--- src/design/fwc_pkg.sv ---
// Package of constants and types for the flash write controller
package fwc_pkg;

  localparam int unsigned CLK_MHZ = 250;
  localparam int unsigned PAGE_BYTES = 1024;
  localparam int unsigned WORD_BITS = 16;
  localparam int unsigned ADDR_BITS = 14;
  localparam int unsigned PAGE_WORDS = 512;
  localparam logic [4:0] DMA_DMA_EVENT_SELECT_FLASH = 5'h12;
  localparam logic [7:0] ADDR_HIGH_RST = 8'h00;
  localparam logic [7:0] ADDR_LOW_RST = 8'h00;
  localparam logic [7:0] DATA_RST = 8'h00;

  // Times in microseconds or milliseconds as printed, cycle counts derived from the clock
  localparam int unsigned TIMEOUT_US = 40;
  localparam int unsigned WORD_PROG_US = 20;
  localparam int unsigned PAGE_WIPE_MS = 20;
  localparam int unsigned CHIP_WIPE_MS = 200;
  localparam int unsigned TIMEOUT_CYC = TIMEOUT_US * CLK_MHZ;
  localparam int unsigned WORD_PROG_CYC = WORD_PROG_US * CLK_MHZ;
  localparam int unsigned PAGE_WIPE_CYC = PAGE_WIPE_MS * 1000 * CLK_MHZ;
  localparam int unsigned CHIP_WIPE_CYC = CHIP_WIPE_MS * 1000 * CLK_MHZ;
  localparam int unsigned CNT_BITS = 32;

  typedef enum logic [3:0] {
    ST_IDLE = 4'h1,
    ST_WIPE = 4'h2,
    ST_WAIT = 4'h4,
    ST_PROG = 4'h8
  } fwc_state_e;

  // Array write command towards the flash macro
  typedef struct packed {
    logic wr;
    logic [ADDR_BITS-1:0] addr;
    logic [WORD_BITS-1:0] data;
  } fwc_prog_s;

  typedef struct packed {
    logic wipe;
    logic [4:0] page;
  } fwc_wipe_s;

endpackage

--- src/design/fwc_flash_write_controller.sv ---
// Flash write controller: word programming, page wipe, DMA pacing
// Notes on behaviour
// - Flash holds 8/16/32 pages of 1024 bytes.
// - Erase by page, program by 16-bit word.
// - Programming uses 14-bit word address from registers.
// - Wipe page chosen by high address bits 5:1.
// - Word in page is high bit0 plus low.
// - Program-go streams any number of sequential words.
// - Programming only clears bits, never sets them.
// - Word-program-active high during each word write.
// - First byte is LSB, second is MSB.
// - Second byte starts word write; supplier sends pairs.
// - CPU flash access stalled while programming.
// - Access while word active flags a violation.
// - DMA trigger whenever data port is ready for the next byte.
// - Program-go with armed DMA triggers immediately.
// - Both bytes within 40 us, else abort.
// - Abort leaves failing address; go again resumes.
// - CPU continues after go when running from RAM.
// - Wipe 20 ms, chip 200 ms, word 20 us.
// - Flash powers down between slow-clock reads.
// - Page wipe leaves the page all ones.
// - Wipe with go completes wipe before programming.
// - Op-active flag high during program or wipe.
`timescale 1ns/1ps
module fwc_flash_write_controller #(
  parameter int unsigned TIMEOUT_CYC = fwc_pkg::TIMEOUT_CYC,
  parameter int unsigned WORD_PROG_CYC = fwc_pkg::WORD_PROG_CYC,
  parameter int unsigned PAGE_WIPE_CYC = fwc_pkg::PAGE_WIPE_CYC
) (
  input wire logic core_clk_i,
  input wire logic rst_n_i,
  input wire logic go_set_i,
  input wire logic wipe_set_i,
  input wire logic stop_i,
  input wire logic addr_high_we_i,
  input wire logic addr_low_we_i,
  input wire logic [7:0] addr_wdata_i,
  input wire logic data_we_i,
  input wire logic [7:0] data_wdata_i,
  input wire logic dma_armed_i,
  input wire logic [4:0] dma_event_select_i,
  input wire logic cpu_flash_req_i,
  input wire logic cpu_from_ram_i,
  input wire logic [2:0] cpu_clock_divider_i,
  input wire logic [15:0] flash_rdata_i,
  output logic program_go_o,
  output logic page_wipe_go_o,
  output logic word_program_active_o,
  output logic nvm_op_active_o,
  output logic [7:0] word_addr_high_o,
  output logic [7:0] word_addr_low_o,
  output logic [7:0] program_data_port_o,
  output logic dma_req_o,
  output logic cpu_stall_o,
  output logic access_violation_o,
  output logic flash_pwr_down_o,
  output fwc_pkg::fwc_prog_s prog_o,
  output fwc_pkg::fwc_wipe_s wipe_o
);

  // ----------------------------------------------------------------------
  // State
  // ----------------------------------------------------------------------
  fwc_pkg::fwc_state_e state_ff, nxt_state;
  logic go_ff, nxt_go;
  logic wipe_ff, nxt_wipe;
  logic swb_ff, nxt_swb;
  logic half_ff, nxt_half;
  logic [7:0] lsb_ff, nxt_lsb;
  logic [7:0] ah_ff, nxt_ah;
  logic [7:0] al_ff, nxt_al;
  logic [7:0] dat_ff, nxt_dat;
  logic [fwc_pkg::CNT_BITS-1:0] cnt_ff, nxt_cnt;
  logic dma_ff, nxt_dma;
  logic stall_ff, nxt_stall;
  logic viol_ff, nxt_viol;
  logic pd_ff, nxt_pd;
  logic busy_ff, nxt_busy;
  fwc_pkg::fwc_prog_s prog_ff, nxt_prog;
  fwc_pkg::fwc_wipe_s wp_ff, nxt_wp;
  logic [13:0] waddr;
  logic dma_sel;

  function automatic logic [13:0] addr_join(input logic [7:0] h,
                                            input logic [7:0] l);
    addr_join = {h[5:0], l};
  endfunction

  assign waddr = addr_join(ah_ff, al_ff);
  assign dma_sel = dma_armed_i
    && (dma_event_select_i == fwc_pkg::DMA_DMA_EVENT_SELECT_FLASH);

  always_comb
  begin
    nxt_state = state_ff;
    nxt_go = go_ff;
    nxt_wipe = wipe_ff;
    nxt_swb = swb_ff;
    nxt_half = half_ff;
    nxt_lsb = lsb_ff;
    nxt_ah = ah_ff;
    nxt_al = al_ff;
    nxt_dat = dat_ff;
    nxt_cnt = cnt_ff;
    nxt_prog = prog_ff;
    nxt_prog.wr = 1'b0;
    nxt_wp = wp_ff;
    nxt_wp.wipe = 1'b0;
    nxt_dma = 1'b0;
    if (addr_high_we_i && state_ff == fwc_pkg::ST_IDLE)
    begin
      nxt_ah = addr_wdata_i;
    end
    if (addr_low_we_i && state_ff == fwc_pkg::ST_IDLE)
    begin
      nxt_al = addr_wdata_i;
    end
    if (data_we_i)
    begin
      nxt_dat = data_wdata_i;
    end
    case (state_ff)
      fwc_pkg::ST_IDLE:
      begin
        nxt_half = 1'b0;
        nxt_cnt = '0;
        if (wipe_set_i)
        begin
          // Wipe first even when go arrives in the same write
          nxt_wipe = 1'b1;
          nxt_go = go_set_i;
          nxt_wp.wipe = 1'b1;
          nxt_wp.page = ah_ff[5:1];
          nxt_state = fwc_pkg::ST_WIPE;
        end
        else if (go_set_i)
        begin
          nxt_go = 1'b1;
          nxt_dma = dma_sel;
          nxt_state = fwc_pkg::ST_WAIT;
        end
      end
      fwc_pkg::ST_WIPE:
      begin
        nxt_cnt = cnt_ff + 1'b1;
        if (cnt_ff >= PAGE_WIPE_CYC - 1)
        begin
          nxt_wipe = 1'b0;
          nxt_cnt = '0;
          nxt_dma = go_ff && dma_sel;
          nxt_state = go_ff ? fwc_pkg::ST_WAIT : fwc_pkg::ST_IDLE;
        end
      end
      fwc_pkg::ST_WAIT:
      begin
        nxt_cnt = cnt_ff + 1'b1;
        if (data_we_i && !half_ff)
        begin
          nxt_lsb = data_wdata_i;
          nxt_half = 1'b1;
          nxt_dma = dma_sel;
        end
        else if (data_we_i)
        begin
          // Programming can only pull ones to zero
          nxt_prog.wr = 1'b1;
          nxt_prog.addr = waddr;
          nxt_prog.data = {data_wdata_i, lsb_ff} & flash_rdata_i;
          nxt_half = 1'b0;
          nxt_swb = 1'b1;
          nxt_cnt = '0;
          nxt_state = fwc_pkg::ST_PROG;
        end
        else if (stop_i || cnt_ff >= TIMEOUT_CYC - 1)
        begin
          // Abort keeps the failing word address for a resume
          nxt_go = 1'b0;
          nxt_half = 1'b0;
          nxt_state = fwc_pkg::ST_IDLE;
        end
      end
      fwc_pkg::ST_PROG:
      begin
        nxt_cnt = cnt_ff + 1'b1;
        if (cnt_ff >= WORD_PROG_CYC - 1)
        begin
          nxt_swb = 1'b0;
          nxt_cnt = '0;
          {nxt_ah[5:0], nxt_al} = waddr + 14'h0001;
          nxt_dma = dma_sel;
          nxt_state = fwc_pkg::ST_WAIT;
        end
      end
      default:
      begin
        nxt_state = fwc_pkg::ST_IDLE;
      end
    endcase
    // Registered from the next state so the flag leaves a flop
    nxt_busy = (nxt_state != fwc_pkg::ST_IDLE);
  end

  // ----------------------------------------------------------------------
  // CPU side: stall, violation, power down
  // ----------------------------------------------------------------------
  always_comb
  begin
    // RAM code keeps running; flash fetches wait out the operation
    nxt_stall = cpu_flash_req_i && !cpu_from_ram_i
      && (nxt_state != fwc_pkg::ST_IDLE);
    nxt_viol = cpu_flash_req_i && swb_ff;
    nxt_pd = (cpu_clock_divider_i != 3'h0) && !cpu_flash_req_i;
  end

  always_ff @(posedge core_clk_i or negedge rst_n_i)
  begin
    if (!rst_n_i)
    begin
      state_ff <= fwc_pkg::ST_IDLE;
      go_ff <= 1'b0;
      wipe_ff <= 1'b0;
      swb_ff <= 1'b0;
      half_ff <= 1'b0;
      lsb_ff <= 8'h00;
      ah_ff <= fwc_pkg::ADDR_HIGH_RST;
      al_ff <= fwc_pkg::ADDR_LOW_RST;
      dat_ff <= fwc_pkg::DATA_RST;
      cnt_ff <= '0;
      dma_ff <= 1'b0;
      stall_ff <= 1'b0;
      viol_ff <= 1'b0;
      pd_ff <= 1'b0;
      busy_ff <= 1'b0;
      prog_ff <= '0;
      wp_ff <= '0;
    end
    else
    begin
      state_ff <= nxt_state;
      go_ff <= nxt_go;
      wipe_ff <= nxt_wipe;
      swb_ff <= nxt_swb;
      half_ff <= nxt_half;
      lsb_ff <= nxt_lsb;
      ah_ff <= nxt_ah;
      al_ff <= nxt_al;
      dat_ff <= nxt_dat;
      cnt_ff <= nxt_cnt;
      dma_ff <= nxt_dma;
      stall_ff <= nxt_stall;
      viol_ff <= nxt_viol;
      pd_ff <= nxt_pd;
      busy_ff <= nxt_busy;
      prog_ff <= nxt_prog;
      wp_ff <= nxt_wp;
    end
  end

  assign program_go_o = go_ff;
  assign page_wipe_go_o = wipe_ff;
  assign word_program_active_o = swb_ff;
  assign nvm_op_active_o = busy_ff;
  assign word_addr_high_o = {2'b00, ah_ff[5:0]};
  assign word_addr_low_o = al_ff;
  assign program_data_port_o = dat_ff;
  assign dma_req_o = dma_ff;
  assign cpu_stall_o = stall_ff;
  assign access_violation_o = viol_ff;
  assign flash_pwr_down_o = pd_ff;
  assign prog_o = prog_ff;
  assign wipe_o = wp_ff;
endmodule // fwc_flash_write_controller

--- config.mk ---
export PLATFORM = sky130hd
export DESIGN_NAME = fwc_flash_write_controller
export DESIGN_NICKNAME = d
export VERILOG_FILES = /design/src/design/fwc_pkg.sv /design/src/design/fwc_flash_write_controller.sv
export SDC_FILE = /design/constraint.sdc
export NUM_CORES = 1
export LEC_CHECK = 0
export BUFFER_PORTS_ARGS = -buffer_cell sky130_fd_sc_hd__buf_2
export CORE_MARGIN = 3
export CORE_UTILIZATION = 26
export CTS_BUF_LIST = sky130_fd_sc_hd__clkbuf_4 sky130_fd_sc_hd__clkbuf_8
export DETAILED_ROUTE_END_ITERATION = 8
export PLACE_DENSITY = 0.54
export SYNTH_ARGS = -nofsm -noshare
export SYNTH_HDL_FRONTEND = slang
export SYNTH_SLANG_ARGS = --single-unit
export TNS_END_PERCENT = 30
--- constraint.sdc ---
create_clock -name core_clk_i -period 3.3 [get_ports core_clk_i]
set_clock_uncertainty 0.1 [all_clocks]
set_input_delay 0.66 -clock core_clk_i [delete_from_list [all_inputs] [get_ports core_clk_i]]
set_output_delay 0.66 -clock core_clk_i [all_outputs]
set_load 0.05 [all_outputs]
==> flow_metrics.py, run 1 <==
metrics = {
    "sta": {
        "post-route-period-util": 0.884,
        "finalHoldViolCount": 0,
        "tns_ns": 0,
        "finalSetupViolCount": 0,
        "worst-slew-pin-transition_ns": 0.927,
        "rsz0062_at_grt": "no",
        "max_freq_mhz": 343,
        "maxSlewViolCount": 0,
        "min_period_ns": 2.92,
        "maxSlewHeadroom": 0.379,
    },
    "synth": {
        "async_flop_share": 1.00,
        "synth.avg_cell_area_um2": 9.39,
        "seq_area_frac_synth": 0.495,
        "synth_edf_count": 0,
        "synth-seq-cells": 112,
        "yosys_warnings": 0,
        "yosys.cell_types.count": 70,
        "syn_inst": 603,
        "synth-main-ff-cell": "dfrtp_1",
        "syn_area_mm2": 0.00566,
    },
    "placement": {
        "place_area_mm2": 0.00657,
        "io_buffers": 117,
        "hpwl_um": 10700,
        "gp_congestion": 0.793,
    },
    "clocking": {
        "path_clk_slew_ns": 0.12,
        "ctsHoldBuffers": 0,
        "cts_buffer_depth": 2,
        "clk_latency_ns": 0.39,
        "clock_sinks": 112,
        "htree_levels": 3,
        "cts_tree": "built",
        "cts_resized": 0,
        "postCtsSetupBuffers": 0,
        "cts_made_buffers": 9,
        "clockRootBuffer": "clkbuf_8",
    },
    "power_and_ir_drop": {
        "powerDensity_mw_per_mm2": 679,
        "ir_drop_uv": 211,
        "p_total_uw": 4600,
        "power.leakage_uw": 0.00321,
    },
    "global_route": {
        "grt_max_degree": 52,
        "grt_pass1_vias": 4453,
        "grt-ovfl-total": 0,
        "grt_pass1_wl_um": 24400,
        "antenna_found_initial": 0,
        "grtUsageTotal": 0.126,
    },
    "job": {
        "drv_cap": 0,
    },
    "floorplanning": {
        "die_w_um": 154,
        "io_pins": 120,
        "die_h_um": 154,
        "initial_core_util": 0.267,
        "coreArea_mm2": 0.0212,
        "row_count": 53,
        "fp.dieArea_mm2": 0.0236,
    },
    "critical_path": {
        "end_kind": "flop",
        "critPathLaunchType": "flop",
        "critPathMaxFanout": 13,
        "path_class": "flop to flop",
        "cp.arrival_ns": 3.05,
        "reg2reg_slack_ns": 0.38,
        "cp.required_ns": 3.44,
    },
    "route": {
        "via_per_inst": 4.84,
        "first_iter_violations": 272,
        "drc": 0,
        "vias": 4812,
        "routedWlPerCell_um": 15.0,
        "drt_wl_total_um": 14900,
        "postRouteAntennaNets": 0,
        "dr.pass1.iters": 7,
    },
    "final_layout": {
        "diodes": 0,
        "stdcell_area_mm2": 0.00677,
        "final_core_util": 0.319,
        "fin_nets": 768,
        "drive_above_1_share": 0.274,
        "areaGrowthSynthToFinish_pct": 19.6,
    },
    "worst_hold_path": {
        "hp-class": "input pin to async pin",
    },
    "outcome": {
        "outcome": "complete, no violations",
    },
}
[through the flow]
| step | setup slack, ns | hold slack [ns] | cells |
|---|---|---|---|
| 6_report | 0.383 | 0.177 | 995 |
| 4_1_cts | 0.374 | 0.186 | 995 |
| 3_3_place_gp | 0.495 | 0.357 | 979 |
| 2_1_floorplan | 0.966 | 0.264 | 604 |
| 3_5_place_dp | 0.401 | 0.360 | 979 |
| 5_1_grt | 0.166 | 0.208 | 995 |
[cell type report]
| type | instances | area [um2] |
|---|---|---|
| Sequential cell | 112 | 2800 |
| Clock buffer | 9 | 124 |
| Timing Repair Buffer | 132 | 713 |
| Clock inverter | 7 | 75.1 |
| Multi-Input combinational cell | 429 | 2590 |
| Tap cell | 275 | 344 |
| Fill cell | 2252 | 14500 |
| Inverter | 31 | 116 |
[path summary, 6_finish.rpt]
check | from | endpoint | cells after the start
setup / recovery | cnt_ff[0] | cnt_ff[23] | 7
hold / removal | rst_n_i | cnt_ff[24] | 1
setup reg to reg | cnt_ff[0] | cnt_ff[23] | 7
hold reg to reg | prog_o[6] | prog_o[6] | 2
max in group asynchronous | rst_n_i | state_ff[0] | 2
min in group core_clk_i | cpu_flash_req_i | flash_pwr_down_o | 2
[where the power goes]
group | switching (uW) | internal, uW
Sequential | 243 | 1640
Combinational | 1370 | 509
Clock | 533 | 298
Total | 2150 | 2450
[Yosys cell counts (10+ instances only)]
| master | count | area share |
|---|---|---|
| nand4_1 | 13 | 0.014 |
| a22oi_1 | 17 | 0.023 |
| mux2_2 | 29 | 0.058 |
| o21ai_1 | 11 | 0.0097 |
| dfrtp_1 | 111 | 0.49 |
| nor2_1 | 50 | 0.033 |
| nand3_1 | 17 | 0.015 |
| nand2_1 | 96 | 0.064 |
| o211ai_1 | 10 | 0.013 |
| inv_1 | 31 | 0.021 |
| clkbuf_1 | 15 | 0.0099 |
| and2_1 | 10 | 0.011 |
| a21oi_1 | 16 | 0.014 |
| o21bai_1 | 14 | 0.019 |
| nor3_1 | 10 | 0.0088 |
| o21ai_0 | 48 | 0.042 |
[placed cells by master (no fill, tap or decap), drive strengths merged, types with 14 or more instances in the layout]
master  synthesis  final
inv            31     34
a21oi          16     16
nand4          15     15
buf            15    132
dfrtp         111    111
o21bai         14     14
nor2           51     51
mux2           29     29
a22oi          17     17
nand2          97     97
o21ai          59     59
nand3          18     18
[cells by family after synthesis]
family / after synthesis / share of synthesized area
XOR/XNOR: 2 / 0.00309
adder cells (fa/ha/maj): 2 / 0.00442
flip-flops: 112 / 0.495
other: 1 / 0.000662
buffers and inverters: 63 / 0.0488
AND/OR/NAND/NOR: 238 / 0.209
AO/OA/AOI/OAI: 155 / 0.180
multiplexers: 30 / 0.0594
[critical path, stage by stage (launching register included)]
cell      delay [ns]
dfrtp_1         0.43
ha_1            0.30
nand2_2         0.14
or3_1           0.42
a311oi_2        0.47
nor3b_4         0.16
nor2_1          0.53
o221ai_1        0.23
[state kept, by name (all words and copies together) (netlist names)]
register / flops
half_ff: 1
wipe_o: 6
page_wipe_go_o: 1
prog_o: 31
word_program_active_o: 1
ah_ff: 6
dma_req_o: 1
lsb_ff: 8
cpu_stall_o: 1
cnt_ff: 32
program_data_port_o: 8
access_violation_o: 1
program_go_o: 1
word_addr_low_o: 8
state_ff: 4
nvm_op_active_o: 1
flash_pwr_down_o: 1
[metal layers]
metal	global-route usage	wire length (um)	share of wire	up-vias
met5	0	0	0	-
met4	0.0391	212	0.014	0
met3	0.0191	763	0.051	16
met2	0.193	6830	0.46	126
met1	0.184	7120	0.48	2292
li1	-	-	-	2378
Note: power is estimated with default switching activity, not from simulation.
==> run 2, diff against run 1 <==
CORE_UTILIZATION = 50   (was 26)
PLACE_DENSITY = 0.84   (was 0.54)
==> run 2 against run 1 <==
Clock-buffer cell count is 1 higher. Power fell by 0.19%. Sequential power about the same. Utilization rose by 28 points. Combinational power about the same. Wire length shrank 3.9%. Register-to-register slack better by 0.14 ns. Critical path type unchanged. Critical endpoint is now cnt_ff[25]. Largest cell class unchanged. Largest power group unchanged.
==> flow_metrics.py, run 2 (same netlist as run 1, synthesis figures left out) <==
metrics = {
    "critical_path": {
        "cp.arrival_ns": 2.92,
        "reg2reg_from": "cnt_ff[0]",
        "end_kind": "flop",
        "path_class": "flop to flop",
        "reg2reg_to": "cnt_ff[25]",
        "reg2reg_slack_ns": 0.52,
        "reg2regPathDepth": 7,
        "cp-startpoint": "cnt_ff[0]",
        "critPathLaunchType": "flop",
        "cp.required_ns": 3.44,
        "critPathMaxFanout": 8,
    },
    "sta": {
        "hold_ws_ns": 0.226,
        "maxSlewHeadroom": 0.457,
        "finalHoldViolCount": 0,
        "post-route-period-util": 0.842,
        "min_period_ns": 2.78,
        "max_freq_mhz": 360,
        "tns_ns": 0,
        "rsz0062_at_grt": "no",
        "maxSlewViolCount": 0,
        "worst-slew-pin-transition_ns": 0.808,
        "finalSetupViolCount": 0,
    },
    "job": {
        "drv_cap": 0,
    },
    "route": {
        "dr.pass1.iters": 5,
        "routedWlPerCell_um": 16.8,
        "first_iter_violations": 531,
        "vias": 4969,
        "drt_wl_total_um": 14400,
        "postRouteAntennaNets": 0,
        "drc": 0,
        "via_per_inst": 5.81,
    },
    "floorplanning": {
        "fp.dieArea_mm2": 0.0126,
        "initial_core_util": 0.518,
        "row_count": 38,
        "die_w_um": 112,
        "die_h_um": 112,
        "io_pins": 120,
        "coreArea_mm2": 0.0109,
    },
    "global_route": {
        "grtUsageTotal": 0.226,
        "grt_pass1_wl_um": 23400,
        "grt-ovfl-total": 0,
        "grt_max_degree": 54,
        "antenna_found_initial": 0,
        "grt_pass1_vias": 4856,
    },
    "final_layout": {
        "top_register": "cnt_ff",
        "regArea_mm2": 0.00280,
        "fin_nets": 763,
        "largest_reg_flops": 32,
        "fill_cells": 890,
        "final_cell_mix": "116 x buf_2, 111 x dfrtp_1, 96 x nand2_1, 50 x nor2_1, 48 x o21ai_0",
        "drive_above_1_share": 0.267,
        "areaGrowthSynthToFinish_pct": 15.9,
        "multi_input_area_mm2": 0.00259,
        "diodes": 0,
        "layout_commonest_cell": "buf_2",
    },
    "power_and_ir_drop": {
        "power.leakage_uw": 0.00319,
        "p_comb_frac": 0.411,
        "powerDensity_mw_per_mm2": 699,
        "p_int_uw": 2450,
        "switchingPower_uw": 2130,
        "power_frac_seq": 0.413,
        "ir_drop_uv": 710,
        "clock_power_share": 0.176,
        "p_sw_frac": 0.465,
    },
    "clocking": {
        "cts_tree": "built",
        "postCtsSetupBuffers": 0,
        "path_clk_slew_ns": 0.12,
        "ctsHoldBuffers": 0,
        "cts_made_buffers": 9,
        "clock_sinks": 112,
        "cts_buffer_depth": 2,
        "clk_latency_ns": 0.39,
        "htree_levels": 3,
        "clockRootBuffer": "clkbuf_8",
        "cts_resized": 0,
    },
    "placement": {
        "hpwl_um": 10400,
        "gp_congestion": 0.899,
        "io_buffers": 117,
    },
    "outcome": {
        "outcome": "complete, no violations",
    },
    "worst_hold_path": {
        "hp-class": "input pin to async pin",
    },
}
run 2: changes by cell type in the layout (fill, tap and decap cells not counted), sizes merged:
| cell | delta |
|---|---|
| buf | -5 |
| clkinvlp | -1 |
| clkinv | +1 |
| inv | -1 |
| clkbuf | +1 |
run 2: worst max path at each step:
stage	end	cells past startpoint
5_1_grt	cnt_ff[25]	7
6_report	cnt_ff[25]	7
2_1_floorplan	cnt_ff[25]	8
3_3_place_gp	word_addr_low_o[6]	7
4_1_cts	cnt_ff[13]	7
3_5_place_dp	cnt_ff[13]	7
run 2: final cells by class:
| class | instances | share of cell area |
|---|---|---|
| clock buffer | 10 | 0.0210 |
| sequential | 112 | 0.427 |
| inverter | 31 | 0.0177 |
| clock inverter | 6 | 0.00782 |
| multi-input combinational | 429 | 0.395 |
| timing repair buffer | 127 | 0.105 |
| tap | 140 | 0.0267 |
run 2: layer usage:
metal  GRT usage  part of all wire
met3      0.0334             0.057
met2       0.366              0.48
met4       0.101             0.024
met1       0.303              0.44
met5           0                 0
run 2: power by group through the flow:
stage               sequential [uW]  clock (uW)  combinational (uW)
floorplan                      2520           0                 738
finish                         1890         805                1890
CTS                            1890         805                1880
global placement               1900           0                1820
detailed placement             1920           0                1870
global route                   1940         867                2010
run 2: per-stage QoR:
| step | instances | setup WS [ns] | instance area, um2 | util | total power [uW] |
|---|---|---|---|---|---|
| 3_5_place_dp | 839 | 0.568 | 6370 | 0.583 | 3790 |
| 4_1_cts | 855 | 0.554 | 6560 | 0.600 | 4580 |
| 5_1_grt | 855 | 0.324 | 6560 | 0.600 | 4810 |
| 6_report | 855 | 0.521 | 6560 | 0.600 | 4590 |
| 3_3_place_gp | 839 | 0.706 | 6370 | 0.583 | 3710 |
| 2_1_floorplan | 604 | 0.966 | 5670 | - | 3250 |
run 2: critical path, cell delays in order (launching register included):
cell and delay [ns]:
dfrtp_1 0.42, ha_1 0.29, nand2_2 0.13, or3_1 0.41, a311oi_2 0.44, nor3b_4 0.10
nor2_1 0.50, o221ai_1 0.24
==> run 3, diff against run 2 <==
clock period = 2.8 ns   (was 3.3 ns; I/O delays follow)
==> run 3 against run 2 <==
Wire length down 1.1%. Non-clock buffer count grew 12. Via count is 2.1% higher. Sequential cell count is the same. Die area unchanged. Clock-buffer cell count grew 1. Critical path depth unchanged. Global-route usage up 0.19 points. Setup slack lost 0.36 ns. Maximum frequency up 5.2%. Critical path type unchanged. Highest routed layer unchanged.
==> flow_metrics.py, run 3 (same netlist as run 1, synthesis figures left out) <==
metrics = {
    "global_route": {
        "grtUsageTotal": 0.228,
        "grt_pass1_vias": 5005,
        "grt-ovfl-total": 0,
        "grt_max_degree": 64,
        "grt_pass1_wl_um": 24000,
        "antenna_found_initial": 0,
    },
    "sta": {
        "worst-slew-pin-transition_ns": 0.602,
        "rsz0062_at_grt": "no",
        "maxSlewHeadroom": 0.598,
        "finalSetupViolCount": 0,
        "tns_ns": 0,
        "post-route-period-util": 0.943,
        "maxSlewViolCount": 0,
        "finalHoldViolCount": 0,
        "min_period_ns": 2.64,
        "max_freq_mhz": 379,
    },
    "power_and_ir_drop": {
        "powerDensity_mw_per_mm2": 815,
        "p_total_uw": 5440,
        "ir_drop_uv": 648,
        "power.leakage_uw": 0.00324,
    },
    "final_layout": {
        "top_register": "cnt_ff",
        "diodes": 0,
        "regArea_mm2": 0.00280,
        "multi_input_area_mm2": 0.00259,
        "layout_commonest_cell": "buf_2",
        "fill_cells": 912,
        "areaGrowthSynthToFinish_pct": 17.9,
        "final_core_util": 0.610,
        "drive_above_1_share": 0.279,
        "final_cell_mix": "116 x buf_2, 111 x dfrtp_1, 96 x nand2_1, 50 x nor2_1, 48 x o21ai_0",
        "largest_reg_flops": 32,
        "fin_nets": 775,
    },
    "placement": {
        "hpwl_um": 10300,
        "io_buffers": 117,
        "gp_congestion": 0.902,
    },
    "critical_path": {
        "cp.required_ns": 2.98,
        "cp.arrival_ns": 2.83,
        "end_kind": "flop",
        "critPathLaunchType": "flop",
        "path_class": "flop to flop",
        "critPathMaxFanout": 10,
        "reg2regPathDepth": 7,
    },
    "clocking": {
        "htree_levels": 3,
        "path_clk_slew_ns": 0.10,
        "clockRootBuffer": "clkbuf_8",
        "clock_sinks": 112,
        "cts_tree": "built",
        "cts_buffer_depth": 2,
        "clk_latency_ns": 0.37,
        "cts_made_buffers": 9,
    },
    "worst_hold_path": {
        "hold_depth": 2,
        "hp-class": "input pin to flop",
    },
    "route": {
        "dr.pass1.iters": 5,
        "drt_wl_total_um": 14200,
        "drc": 0,
        "postRouteAntennaNets": 0,
        "first_iter_violations": 564,
        "via_per_inst": 5.85,
        "routedWlPerCell_um": 16.4,
        "vias": 5072,
    },
    "floorplanning": {
        "row_count": 38,
        "initial_core_util": 0.518,
        "io_pins": 120,
        "fp.dieArea_mm2": 0.0126,
        "die_w_um": 112,
        "die_h_um": 112,
        "coreArea_mm2": 0.0109,
    },
    "job": {
        "drv_cap": 0,
    },
    "outcome": {
        "outcome": "complete, no violations",
    },
}
## run 3: layout make-up
| cell class | count | share of cell area |
|---|---|---|
| well taps | 140 | 0.0262 |
| clock inverters | 5 | 0.00562 |
| repair buffers | 139 | 0.119 |
| clock buffers | 11 | 0.0227 |
| inverters | 31 | 0.0174 |
| flip-flops and latches | 112 | 0.420 |
| multi-input cells | 429 | 0.389 |
## run 3: path summary, 6_finish.rpt
check | slack (ns) | endpoint | from
max | 0.16 | cnt_ff[14] | cnt_ff[24]
min | 0.24 | cpu_stall_o | cpu_from_ram_i
max reg2reg | 0.16 | cnt_ff[14] | cnt_ff[24]
min reg2reg | 0.38 | prog_o[15] | prog_o[15]
max in group asynchronous | 1.38 | state_ff[0] | rst_n_i
min in group asynchronous | 0.54 | prog_o[17] | rst_n_i
## run 3: report_power, final
group	internal [uW]	total (uW)	switching (uW)
registers	1930	2240	304
logic	642	2270	1630
clock network	378	930	552
total	2950	5440	2480
## run 3: what timing repair did
action,4_1_cts,5_1_grt
hold buffers,1,0
endpoints found under the hold margin,9,0
resized for setup,0,2
setup endpoints to repair,0,6
buffers inserted,0,0
## run 3: metal layers
layer  track usage  up-vias  share of wire
met3        0.0447       28          0.068
met5             0        -              0
met1         0.308     2431           0.43
li1              -     2393              -
met4        0.0825        0          0.018
met2         0.368      220           0.48
## run 3: per-stage QoR
stage          hold WS, ns  instances  area [um2]  worst slack, ns
2_1_floorplan        0.164        604        5670            0.466
3_3_place_gp         0.357        850        6470            0.273
3_5_place_dp         0.360        850        6470            0.163
4_1_cts              0.224        867        6670            0.145
5_1_grt              0.220        867        6680          0.00202
6_report             0.239        867        6680            0.158
## run 3: critical path, stage by stage (launching register included)
cell,delay [ns]
dfrtp_1,0.45
or4_4,0.57
nor2_4,0.18
o2111ai_2,0.17
nor3b_4,0.56
buf_4,0.26
o21bai_1,0.08
a22oi_1,0.19
